==> src/design/scad_pkg.sv <==
package scad_pkg;
  // ==========================================
  // Instruction field positions
  localparam int CondHi = 31;
  localparam int CondLo = 28;
  localparam int ClassHi = 27;
  localparam int ClassLo = 24;
  localparam int ZeroHi = 23;
  localparam int ZeroLo = 21;
  localparam int DirBit = 20;
  localparam int PrimHi = 19;
  localparam int PrimLo = 16;
  localparam int CoreRegHi = 15;
  localparam int CoreRegLo = 12;
  localparam int CpNumHi = 11;
  localparam int CpNumLo = 8;
  localparam int Sub2Hi = 7;
  localparam int Sub2Lo = 5;
  localparam int XferBit = 4;
  localparam int SecHi = 3;
  localparam int SecLo = 0;
  // ==========================================
  // Encodings
  localparam logic [3:0] XferClass = 4'he;
  localparam logic [3:0] SysCpNum = 4'hf;
  localparam logic [2:0] LoadStoreClass = 3'h6;
  localparam logic [4:0] UserMode = 5'h10;
  localparam logic [31:0] IdReset = 32'h00000000;
  localparam logic [31:0] RegReset = 32'h00000000;
  localparam int RegCount = 16;
  typedef enum logic [1:0] {SCAD_NONE, SCAD_WRITE, SCAD_READ, SCAD_TRAP} scad_op_t;
endpackage : scad_pkg

==> src/design/scad_decode.sv <==
`timescale 1ns/1ps
module scad_decode
  import scad_pkg::*;
(
  input wire logic clk,
  input wire logic rst_b,
  input wire logic instrValid,
  input wire logic [31:0] instr,
  input wire logic [4:0] coreMode,
  input wire logic [3:0] coreFlags,
  input wire logic [31:0] coreWriteData,
  input wire logic [31:0] cacheIdInfo,
  output logic undefTrap,
  output logic done,
  output logic readValid,
  output logic [3:0] readDest,
  output logic [31:0] readData,
  output logic writeStrobe,
  output logic [3:0] primaryRegSelect,
  output logic [3:0] secondaryRegSelect,
  output logic [2:0] subOp1,
  output logic [2:0] subOp2,
  output logic [31:0] writeData
);
  import scad_pkg::*;

  // ==========================================
  // Decode
  function automatic logic isSysCp(input logic [31:0] w);
    isSysCp = (w[CpNumHi:CpNumLo] == SysCpNum);
  endfunction : isSysCp

  logic condPass;
  logic isXfer, isOther, privileged, trapNow, doWrite, doRead;
  scad_op_t op;

  scad_cond_eval uCond (
    .cond(instr[CondHi:CondLo]),
    .flags(coreFlags),
    .pass(condPass)
  );

  always_comb begin
    isXfer = instr[ClassHi:ClassLo] == XferClass && isSysCp(instr) && instr[XferBit];
    // Data op: class 1110 bit 4 clear; load/store: class 110x
    isOther = isSysCp(instr) && ((instr[ClassHi:ClassLo] == XferClass && !instr[XferBit])
              || instr[ClassHi:ClassLo+1] == LoadStoreClass);
    privileged = (coreMode != UserMode);
    op = SCAD_NONE;
    if (instrValid && condPass) begin
      if (isOther || (isXfer && !privileged)) begin
        op = SCAD_TRAP;
      end else if (isXfer) begin
        op = instr[DirBit] ? SCAD_READ : SCAD_WRITE;
      end
    end
    trapNow = (op == SCAD_TRAP);
    doWrite = (op == SCAD_WRITE);
    doRead = (op == SCAD_READ);
  end

  // ==========================================
  // Register file, sixteen words
  logic [31:0] regs [RegCount];
  logic [31:0] next_regs [RegCount];
  logic [3:0] sel;
  assign sel = instr[PrimHi:PrimLo];

  always_comb begin
    for (int i = 0; i < RegCount; i++) begin
      next_regs[i] = regs[i];
    end
    // Register zero ignores writes
    if (doWrite && sel != 4'h0) begin
      next_regs[sel] = coreWriteData;
    end
  end

  generate
    for (genvar g = 0; g < RegCount; g++) begin : gRegs
      always_ff @(posedge clk or negedge rst_b) begin
        if (!rst_b) begin
          regs[g] <= RegReset;
        end else begin
          regs[g] <= next_regs[g];
        end
      end
    end
  endgenerate

  // ==========================================
  // Outputs, all registered
  logic next_undefTrap, next_done, next_readValid, next_writeStrobe;
  logic [3:0] next_readDest, next_prim, next_sec;
  logic [2:0] next_sub1, next_sub2;
  logic [31:0] next_readData, next_writeData;

  always_comb begin
    next_undefTrap = trapNow;
    next_done = instrValid;
    next_readValid = doRead;
    next_writeStrobe = doWrite;
    next_readDest = doRead ? instr[CoreRegHi:CoreRegLo] : 4'h0;
    next_prim = sel;
    next_sec = instr[SecHi:SecLo];
    next_sub1 = instr[ZeroHi:ZeroLo];
    next_sub2 = instr[Sub2Hi:Sub2Lo];
    next_writeData = coreWriteData;
    next_readData = 32'h00000000;
    if (doRead) begin
      next_readData = (sel == 4'h0) ? cacheIdInfo : regs[sel];
    end
  end

  always_ff @(posedge clk or negedge rst_b) begin
    if (!rst_b) begin
      undefTrap <= 1'b0;
      done <= 1'b0;
      readValid <= 1'b0;
      writeStrobe <= 1'b0;
      readDest <= 4'h0;
      primaryRegSelect <= 4'h0;
      secondaryRegSelect <= 4'h0;
      subOp1 <= 3'h0;
      subOp2 <= 3'h0;
      writeData <= IdReset;
      readData <= IdReset;
    end else begin
      undefTrap <= next_undefTrap;
      done <= next_done;
      readValid <= next_readValid;
      writeStrobe <= next_writeStrobe;
      readDest <= next_readDest;
      primaryRegSelect <= next_prim;
      secondaryRegSelect <= next_sec;
      subOp1 <= next_sub1;
      subOp2 <= next_sub2;
      writeData <= next_writeData;
      readData <= next_readData;
    end
  end
endmodule : scad_decode

==> src/design/scad_cond_eval.sv <==
`timescale 1ns/1ps
module scad_cond_eval (
  input wire logic [3:0] cond,
  input wire logic [3:0] flags,
  output logic pass
);
  logic n, z, c, v;
  always_comb begin
    {n, z, c, v} = flags;
    case (cond[3:1])
      3'h0: pass = z;
      3'h1: pass = c;
      3'h2: pass = n;
      3'h3: pass = v;
      3'h4: pass = c & ~z;
      3'h5: pass = (n == v);
      3'h6: pass = ~z & (n == v);
      default: pass = 1'b1;
    endcase
    if (cond[0] && cond[3:1] != 3'h7) begin
      pass = ~pass;
    end
  end
endmodule : scad_cond_eval

==> config.mk <==
export PLATFORM = sky130hd
export DESIGN_NAME = scad_decode
export DESIGN_NICKNAME = d
export VERILOG_FILES = /design/src/design/scad_pkg.sv /design/src/design/scad_decode.sv /design/src/design/scad_cond_eval.sv
export SDC_FILE = /design/constraint.sdc
export NUM_CORES = 1
export LEC_CHECK = 0
export BUFFER_PORTS_ARGS = -buffer_cell sky130_fd_sc_hd__buf_4
export CORE_MARGIN = 2
export CORE_UTILIZATION = 35
export CTS_CLUSTER_SIZE = 40
export DETAILED_ROUTE_END_ITERATION = 16
export SYNTH_ARGS = -nofsm -noshare
export SYNTH_HDL_FRONTEND = slang
export SYNTH_HIERARCHICAL = 1
export SYNTH_SLANG_ARGS = --single-unit
==> constraint.sdc <==
create_clock -name clk -period 3 [get_ports clk]
set_input_delay 0.6 -clock clk [delete_from_list [all_inputs] [get_ports clk]]
set_output_delay 0.6 -clock clk [all_outputs]
set_load 0.01 [all_outputs]
# Yosys cells after proc, flatten, opt, wreduce, memory -nomap -nowiden
# Index checks and enable logic that the tools add are counted.
op_classes:
  n_mux: 15
  eq_ne: 15
  bitwise: 5
  n_lt_le_gt_ge: 2
  n_reduce_logical: 16
op_table:
  columns: ["operator", "count"]
  rows:
  - ["512-bit bitwise mux", 1]
  - ["32-bit 2-to-1 mux", 5]
  - ["32-bit binary-select mux with 4-bit select", 1]
  - ["32-bit demux with 4-bit select", 1]
  - ["3-bit == test (second input constant)", 4]
  - ["1-bit logical AND", 9]
  - ["4-bit == test (second input constant)", 2]
  - ["2-bit 2-to-1 mux", 4]
  - ["1-bit case mux with 7 select lines", 1]
  - ["3-bit by 2-bit == test with 1-bit output (second input constant)", 2]
  - ["5-bit greater-or-equal comparator (second input constant)", 1]
  - ["5-bit by 1-bit < comparator with 1-bit output (second input constant)", 1]
  - ["5-bit != test (second input constant)", 1]
  - ["4-bit NOT with 5-bit output", 1]
  - ["2-bit == test (second input constant)", 2]
  - ["4-bit logical NOT", 1]
  - ["4-bit 2-to-1 mux", 1]
  - ["4-bit nonzero test", 1]
  - ["3-bit by 1-bit == test with 1-bit output (second input constant)", 1]
  - ["3-bit logical NOT", 1]
  - ["3-bit != test (second input constant)", 1]
  - ["1-bit AND", 2]
  - ["2-bit by 1-bit == test with 1-bit output (second input constant)", 1]
  - ["1-bit logical NOT", 2]
  - ["other kinds (4)", 6]
word_totals:
  out_inout_bits: 86
  wordCells: 80
  ff_bits: 598

# Depth between registers and ports, before layout
depth:
  ltp_word: 9
  depth_mapped: 11
  ltp_nobuf: 9

# Modules after synthesis
# Netlist, hierarchy kept.
modules_own_cells:
  columns: ["module", "seq_area_each_um2", "cells_each", "n_inst", "area_per_inst_um2"]
  rows:
  - ["scad_decode", 14438.8, 1606, 1, 25150.4]
  - ["scad_cond_eval", 0.0, 18, 1, 132.6]

# Least setup slack after synthesis
# OpenSTA, ideal clock, no wires.
synth_path:
  kind: "input port to flip-flop"
  start: "in coreFlags[0]"
  end: "reg regs[100] (netlist name)"
  path_stages: 11
  setup_ns: 0.128
  path_buffers: 3
  arrival_ns: 2.860
  path_slack_ns: 0.013
  required_time_ns: 2.872
  cell_sequence: "xnor2_1 > a31oi_1 > a21oi_1 > and3b_1 > nand4_1 > or3_1 > buf_2 > buf_4 > nor4_4 > buf_6 > mux2_1"
synth_between:
  elab_chain_cells: 9
synth_lines:
  columns: ["element", "line_no", "text"]
  rows:
  - ["start, declared", "scad_decode.sv:10", "input wire logic [3:0] coreFlags,"]
  - ["1-bit == test", "scad_cond_eval.sv:16, scad_cond_eval.sv:17", null]
  - ["1-bit AND", "scad_cond_eval.sv:17", "3'h6: pass = ~z & (n == v);"]
  - ["1-bit case mux with 7 select lines *", "scad_cond_eval.sv:10", "case (cond[3:1])"]
  - ["1-bit NOT", "scad_cond_eval.sv:21", "pass = ~pass;"]
  - ["1-bit 2-to-1 mux *", "scad_cond_eval.sv:20", "if (cond[0] && cond[3:1] != 3'h7) begin"]
  - ["named net condPass", "scad_decode.sv:33", "logic condPass;"]
  - ["1-bit logical AND *", "scad_decode.sv:50", "if (instrValid && condPass) begin"]
  - ["2-bit 2-to-1 mux *", "scad_decode.sv:50", null]
  - ["2-bit by 1-bit == test with 1-bit output *", "scad_decode.sv:58", "doWrite = (op == SCAD_WRITE);"]
  - ["1-bit logical AND *", "scad_decode.sv:74", "if (doWrite && sel != 4'h0) begin"]
  - ["end signal, assigned by index", "scad_decode.sv:83", "regs[g] <= RegReset;"]
  - ["end signal, assigned by index", "scad_decode.sv:85", "regs[g] <= next_regs[g];"]
  - ["end, declared", "scad_decode.sv:64", "logic [31:0] regs [RegCount];"]
# The timed path passes the listed nets; every way through them passes the cells marked *.
# A chain may end at the register's enable or synchronous reset.

# Worst setup path in the final report
layout_path:
  start: "in coreFlags[3]"
  end: "reg regs[14] (netlist name)"
# The elaborated chain is that of the path after synthesis.

==> impl_summary.log <==
INFO  metric status = finished with violations
INFO  metric failing_checks = max-capacitance violations, max-slew violations
INFO  metric layout_commonest_cell = sky130_fd_sc_hd__dfrtp_1
INFO  metric design.die.area = around 74000 µm²
INFO  metric first_global_vias = 16346
INFO  metric timing_worst_slew_pin_value = about 1.5 ns
INFO  metric cts.hold.buffers_added = 1
INFO  metric leakage = 15.01 nW
INFO  metric synthDominantCellAreaShare = 57.11%
INFO  metric cts_sinks = 577
INFO  metric dp_hpwl = 41880 µm
INFO  metric num_io_pins = 194
INFO  metric drc_errors = 0
INFO  metric port_buffers = 193
INFO  metric postLayoutCoreUtil = a little over two fifths
INFO  metric number_of_endpoints_with_negative_hold_slack_in_the_final_report = 0
INFO  metric syn_warnings = 6
INFO  metric finalCritPeriodShare = 89.22%
INFO  metric route.detailed.wl_per_inst = 22.51 µm
INFO  metric area.growth.synth_to_final = 20.93%
INFO  metric clock_insertion_delay_worst_skew = 0.60 ns
INFO  metric clock-root-buffer = sky130_fd_sc_hd__clkbuf_16
INFO  metric hp-class = in2reg
INFO  metric die-height = 272.8 µm
INFO  metric dominantRegCellSynth = sky130_fd_sc_hd__dfrtp_1
INFO  metric place.gp.congestion = about 0.8
INFO  metric clock_tree_from_tritoncts = built
INFO  metric grt_setup_unrepaired = no
INFO  metric fin_nets = 1959
INFO  metric worst-path-max-fanout = 16
INFO  metric post_route_cells_drive_above_1_share = 37.81%
INFO  metric fmax = 373.6 MHz
INFO  metric setup.worst_path.class = in2reg
INFO  metric vias_per_cell = around 5.2
INFO  metric cts_max_path_buffers = 3
INFO  metric clk_pin_slew = 0.06 ns
INFO  metric post_synth_main_area_contributors = sky130_fd_sc_hd__dfrtp_1 (57%), sky130_fd_sc_hd__mux2_1 (13%), sky130_fd_sc_hd__mux2_2 (8.8%), sky130_fd_sc_hd__mux4_2 (8.4%), sky130_fd_sc_hd__mux2i_1 (2.5%)
INFO  metric synth_sequential_area_ratio = 57.11%
INFO  metric async_flop_share = 100.0%
INFO  metric syn_area = 25280 µm²
INFO  metric wl = 64120 µm
INFO  metric synthesis.area_per_instance = 15.57 µm²
INFO  metric n_antenna_cell = 0
INFO  metric timing.critical_path.required = 3.46 ns
INFO  metric antenna_violating_nets_post_route = 0
INFO  metric grt_start_max_net_pins = 87
INFO  metric gr-total-overflow = 0
INFO  metric grt_antenna_before_repair = 3
INFO  metric synth_seq_cells = 577
INFO  metric core_area = about 71000 µm²
INFO  metric post_synth_num_cell_types = 46
INFO  metric number_of_buffers_created_by_cts = 66
INFO  metric drt_pass1_iterations = 5
INFO  metric die_w = 272.8 µm
INFO  metric cell_area_after_placement = about 28000 µm²
INFO  metric maxSlewHeadroom = -2.458%
INFO  metric worst_ir_drop_vdd = about 470 µV
INFO  metric vias = approximately 15000
INFO  metric post_cts_buffers = 0
INFO  metric critical_path.endpoint_type = flop
INFO  metric critical_path.startpoint_type = primary input
INFO  metric synth-edff-count = 0
INFO  metric cell_count_after_synthesis = 1624
INFO  metric final_cell_area = 30570 µm²
INFO  metric power_density = 542.6 nW/µm²
INFO  metric synth.net_count = 1732
INFO  metric finalSetupViolCount = 0
INFO  metric largest_area_contributor_in_the_netlist = sky130_fd_sc_hd__dfrtp_1
INFO  metric mostFrequentLayoutCells = sky130_fd_sc_hd__dfrtp_1 (577), sky130_fd_sc_hd__mux2_1 (284), sky130_fd_sc_hd__buf_4 (276)
INFO  metric global_route_wire_length_before_repair = 99690 µm
INFO  metric placementRows = 98
INFO  metric global_route.usage.total = 17.53%
INFO  metric totalPowerFinal = 16.59 mW
INFO  metric detailedRoute.firstIterationViolations = 825
INFO  metric worst_ep_arrival_time = 3.14 ns
INFO  metric ctsResizeCount = 0
INFO  metric maxCapViolCount = 1
INFO  metric fin_crit = 2.677 ns
INFO  metric finalClockSkew = ~0.025 ns
INFO  metric start_util = 35.37%
INFO  metric slew_viol_final = 1
INFO  metric cts_max_level = 3
==> metrics by stage <==
stage	setup slack [ns]	instances	hold WS, ns	setup TNS [ns]
floorplan	0.01281	1624	0.3044	0
global placement	-0.3157	2732	0.3609	-100.67
detailed placement	-0.2950	2732	0.3635	-79.08
CTS	0.3282	2849	0.06401	0
global route	0.2041	2849	0.08206	0
finish	0.3235	2849	0.1090	0
==> sequential cells by signal, summed over array words and instances (netlist names) <==
signal	flops
readData	32
undefTrap	1
writeData	32
writeStrobe	1
subOp1	3
readDest	4
primaryRegSelect	4
done	1
readValid	1
subOp2	3
regs	491
secondaryRegSelect	4
==> synthesized netlist by cell type (all sizes together), types with 14 or more instances <==
master / count
dfrtp: 577
mux2: 481
mux4: 94
clkbuf: 77
buf: 74
mux2i: 63
nor2: 42
a2111oi: 26
nand2: 23
a22o: 22
a21oi: 19
o2bb2ai: 19
nor2b: 17
nor4: 16
a211oi: 14
==> worst max-delay path, cell delays in order <==
cell                      delay [ns]
sky130_fd_sc_hd__buf_4          0.12
sky130_fd_sc_hd__xnor2_1        0.13
sky130_fd_sc_hd__a31oi_1        0.24
sky130_fd_sc_hd__a21oi_1        0.10
sky130_fd_sc_hd__and3b_1        0.22
sky130_fd_sc_hd__nand4_1        0.11
sky130_fd_sc_hd__or3_1          0.36
sky130_fd_sc_hd__buf_12         0.19
sky130_fd_sc_hd__nor4_4         0.33
sky130_fd_sc_hd__buf_4          0.21
sky130_fd_sc_hd__buf_12         0.16
sky130_fd_sc_hd__mux2_1         0.34
==> kinds of logic (layout without fill, tap and decap cells) <==
| family | count (synthesis) | after routing | share of synthesized area, % |
|---|---|---|---|
| AO/OA/AOI/OAI | 127 | 127 | 3.939 |
| flip-flops | 577 | 577 | 57.11 |
| buffers and inverters | 153 | 428 | 3.355 |
| AND/OR/NAND/NOR | 126 | 126 | 3.202 |
| XOR/XNOR | 3 | 3 | 0.1039 |
| multiplexers | 638 | 638 | 32.29 |
==> path summary, 6_finish.rpt <==
kind,from,endpoint,slack (ns),cells past startpoint
setup / recovery,coreFlags[3],regs[14]$_DFFE_PN0P_,0.32,12
setup reg to reg,regs[387]$_DFFE_PN0P_,readData[3]$_DFF_PN0_,0.73,4
hold / removal,instr[6],subOp2[1]$_DFF_PN0_,0.11,1
max in group asynchronous,rst_b,writeData[2]$_DFF_PN0_,1.50,3
min in group asynchronous,rst_b,writeData[16]$_DFF_PN0_,0.56,2
hold reg to reg,regs[502]$_DFFE_PN0P_,regs[502]$_DFFE_PN0P_,0.37,0
==> report_power, final <==
part	total, mW	switching [mW]	internal [mW]
Sequential	7.84	0.0127	7.82
Combinational	0.903	0.582	0.320
Clock	7.85	3.26	4.59
Total	16.6	3.86	12.7
==> per-layer routing <==
layer	track usage, %	wire length, µm	share of wire [%]	vias to the layer above
li1	-	-	-	6470
met4	4.858	1332	2.1	4
met1	23.70	28800	45	8013
met5	0	17	0.027	-
met2	29.01	30960	48	336
met3	3.119	3011	4.7	87
==> cell type report <==
type                            instances  area, µm²
Multi-Input combinational cell        894      10060
Sequential cell                       577      14440
Tap cell                              950       1189
Clock inverter                         21      264.0
Fill cell                            6444      40910
Inverter                                2      7.507
Clock buffer                           95       1881
Timing Repair Buffer                  310       2733
Note: power is estimated with default switching activity, not from simulation.
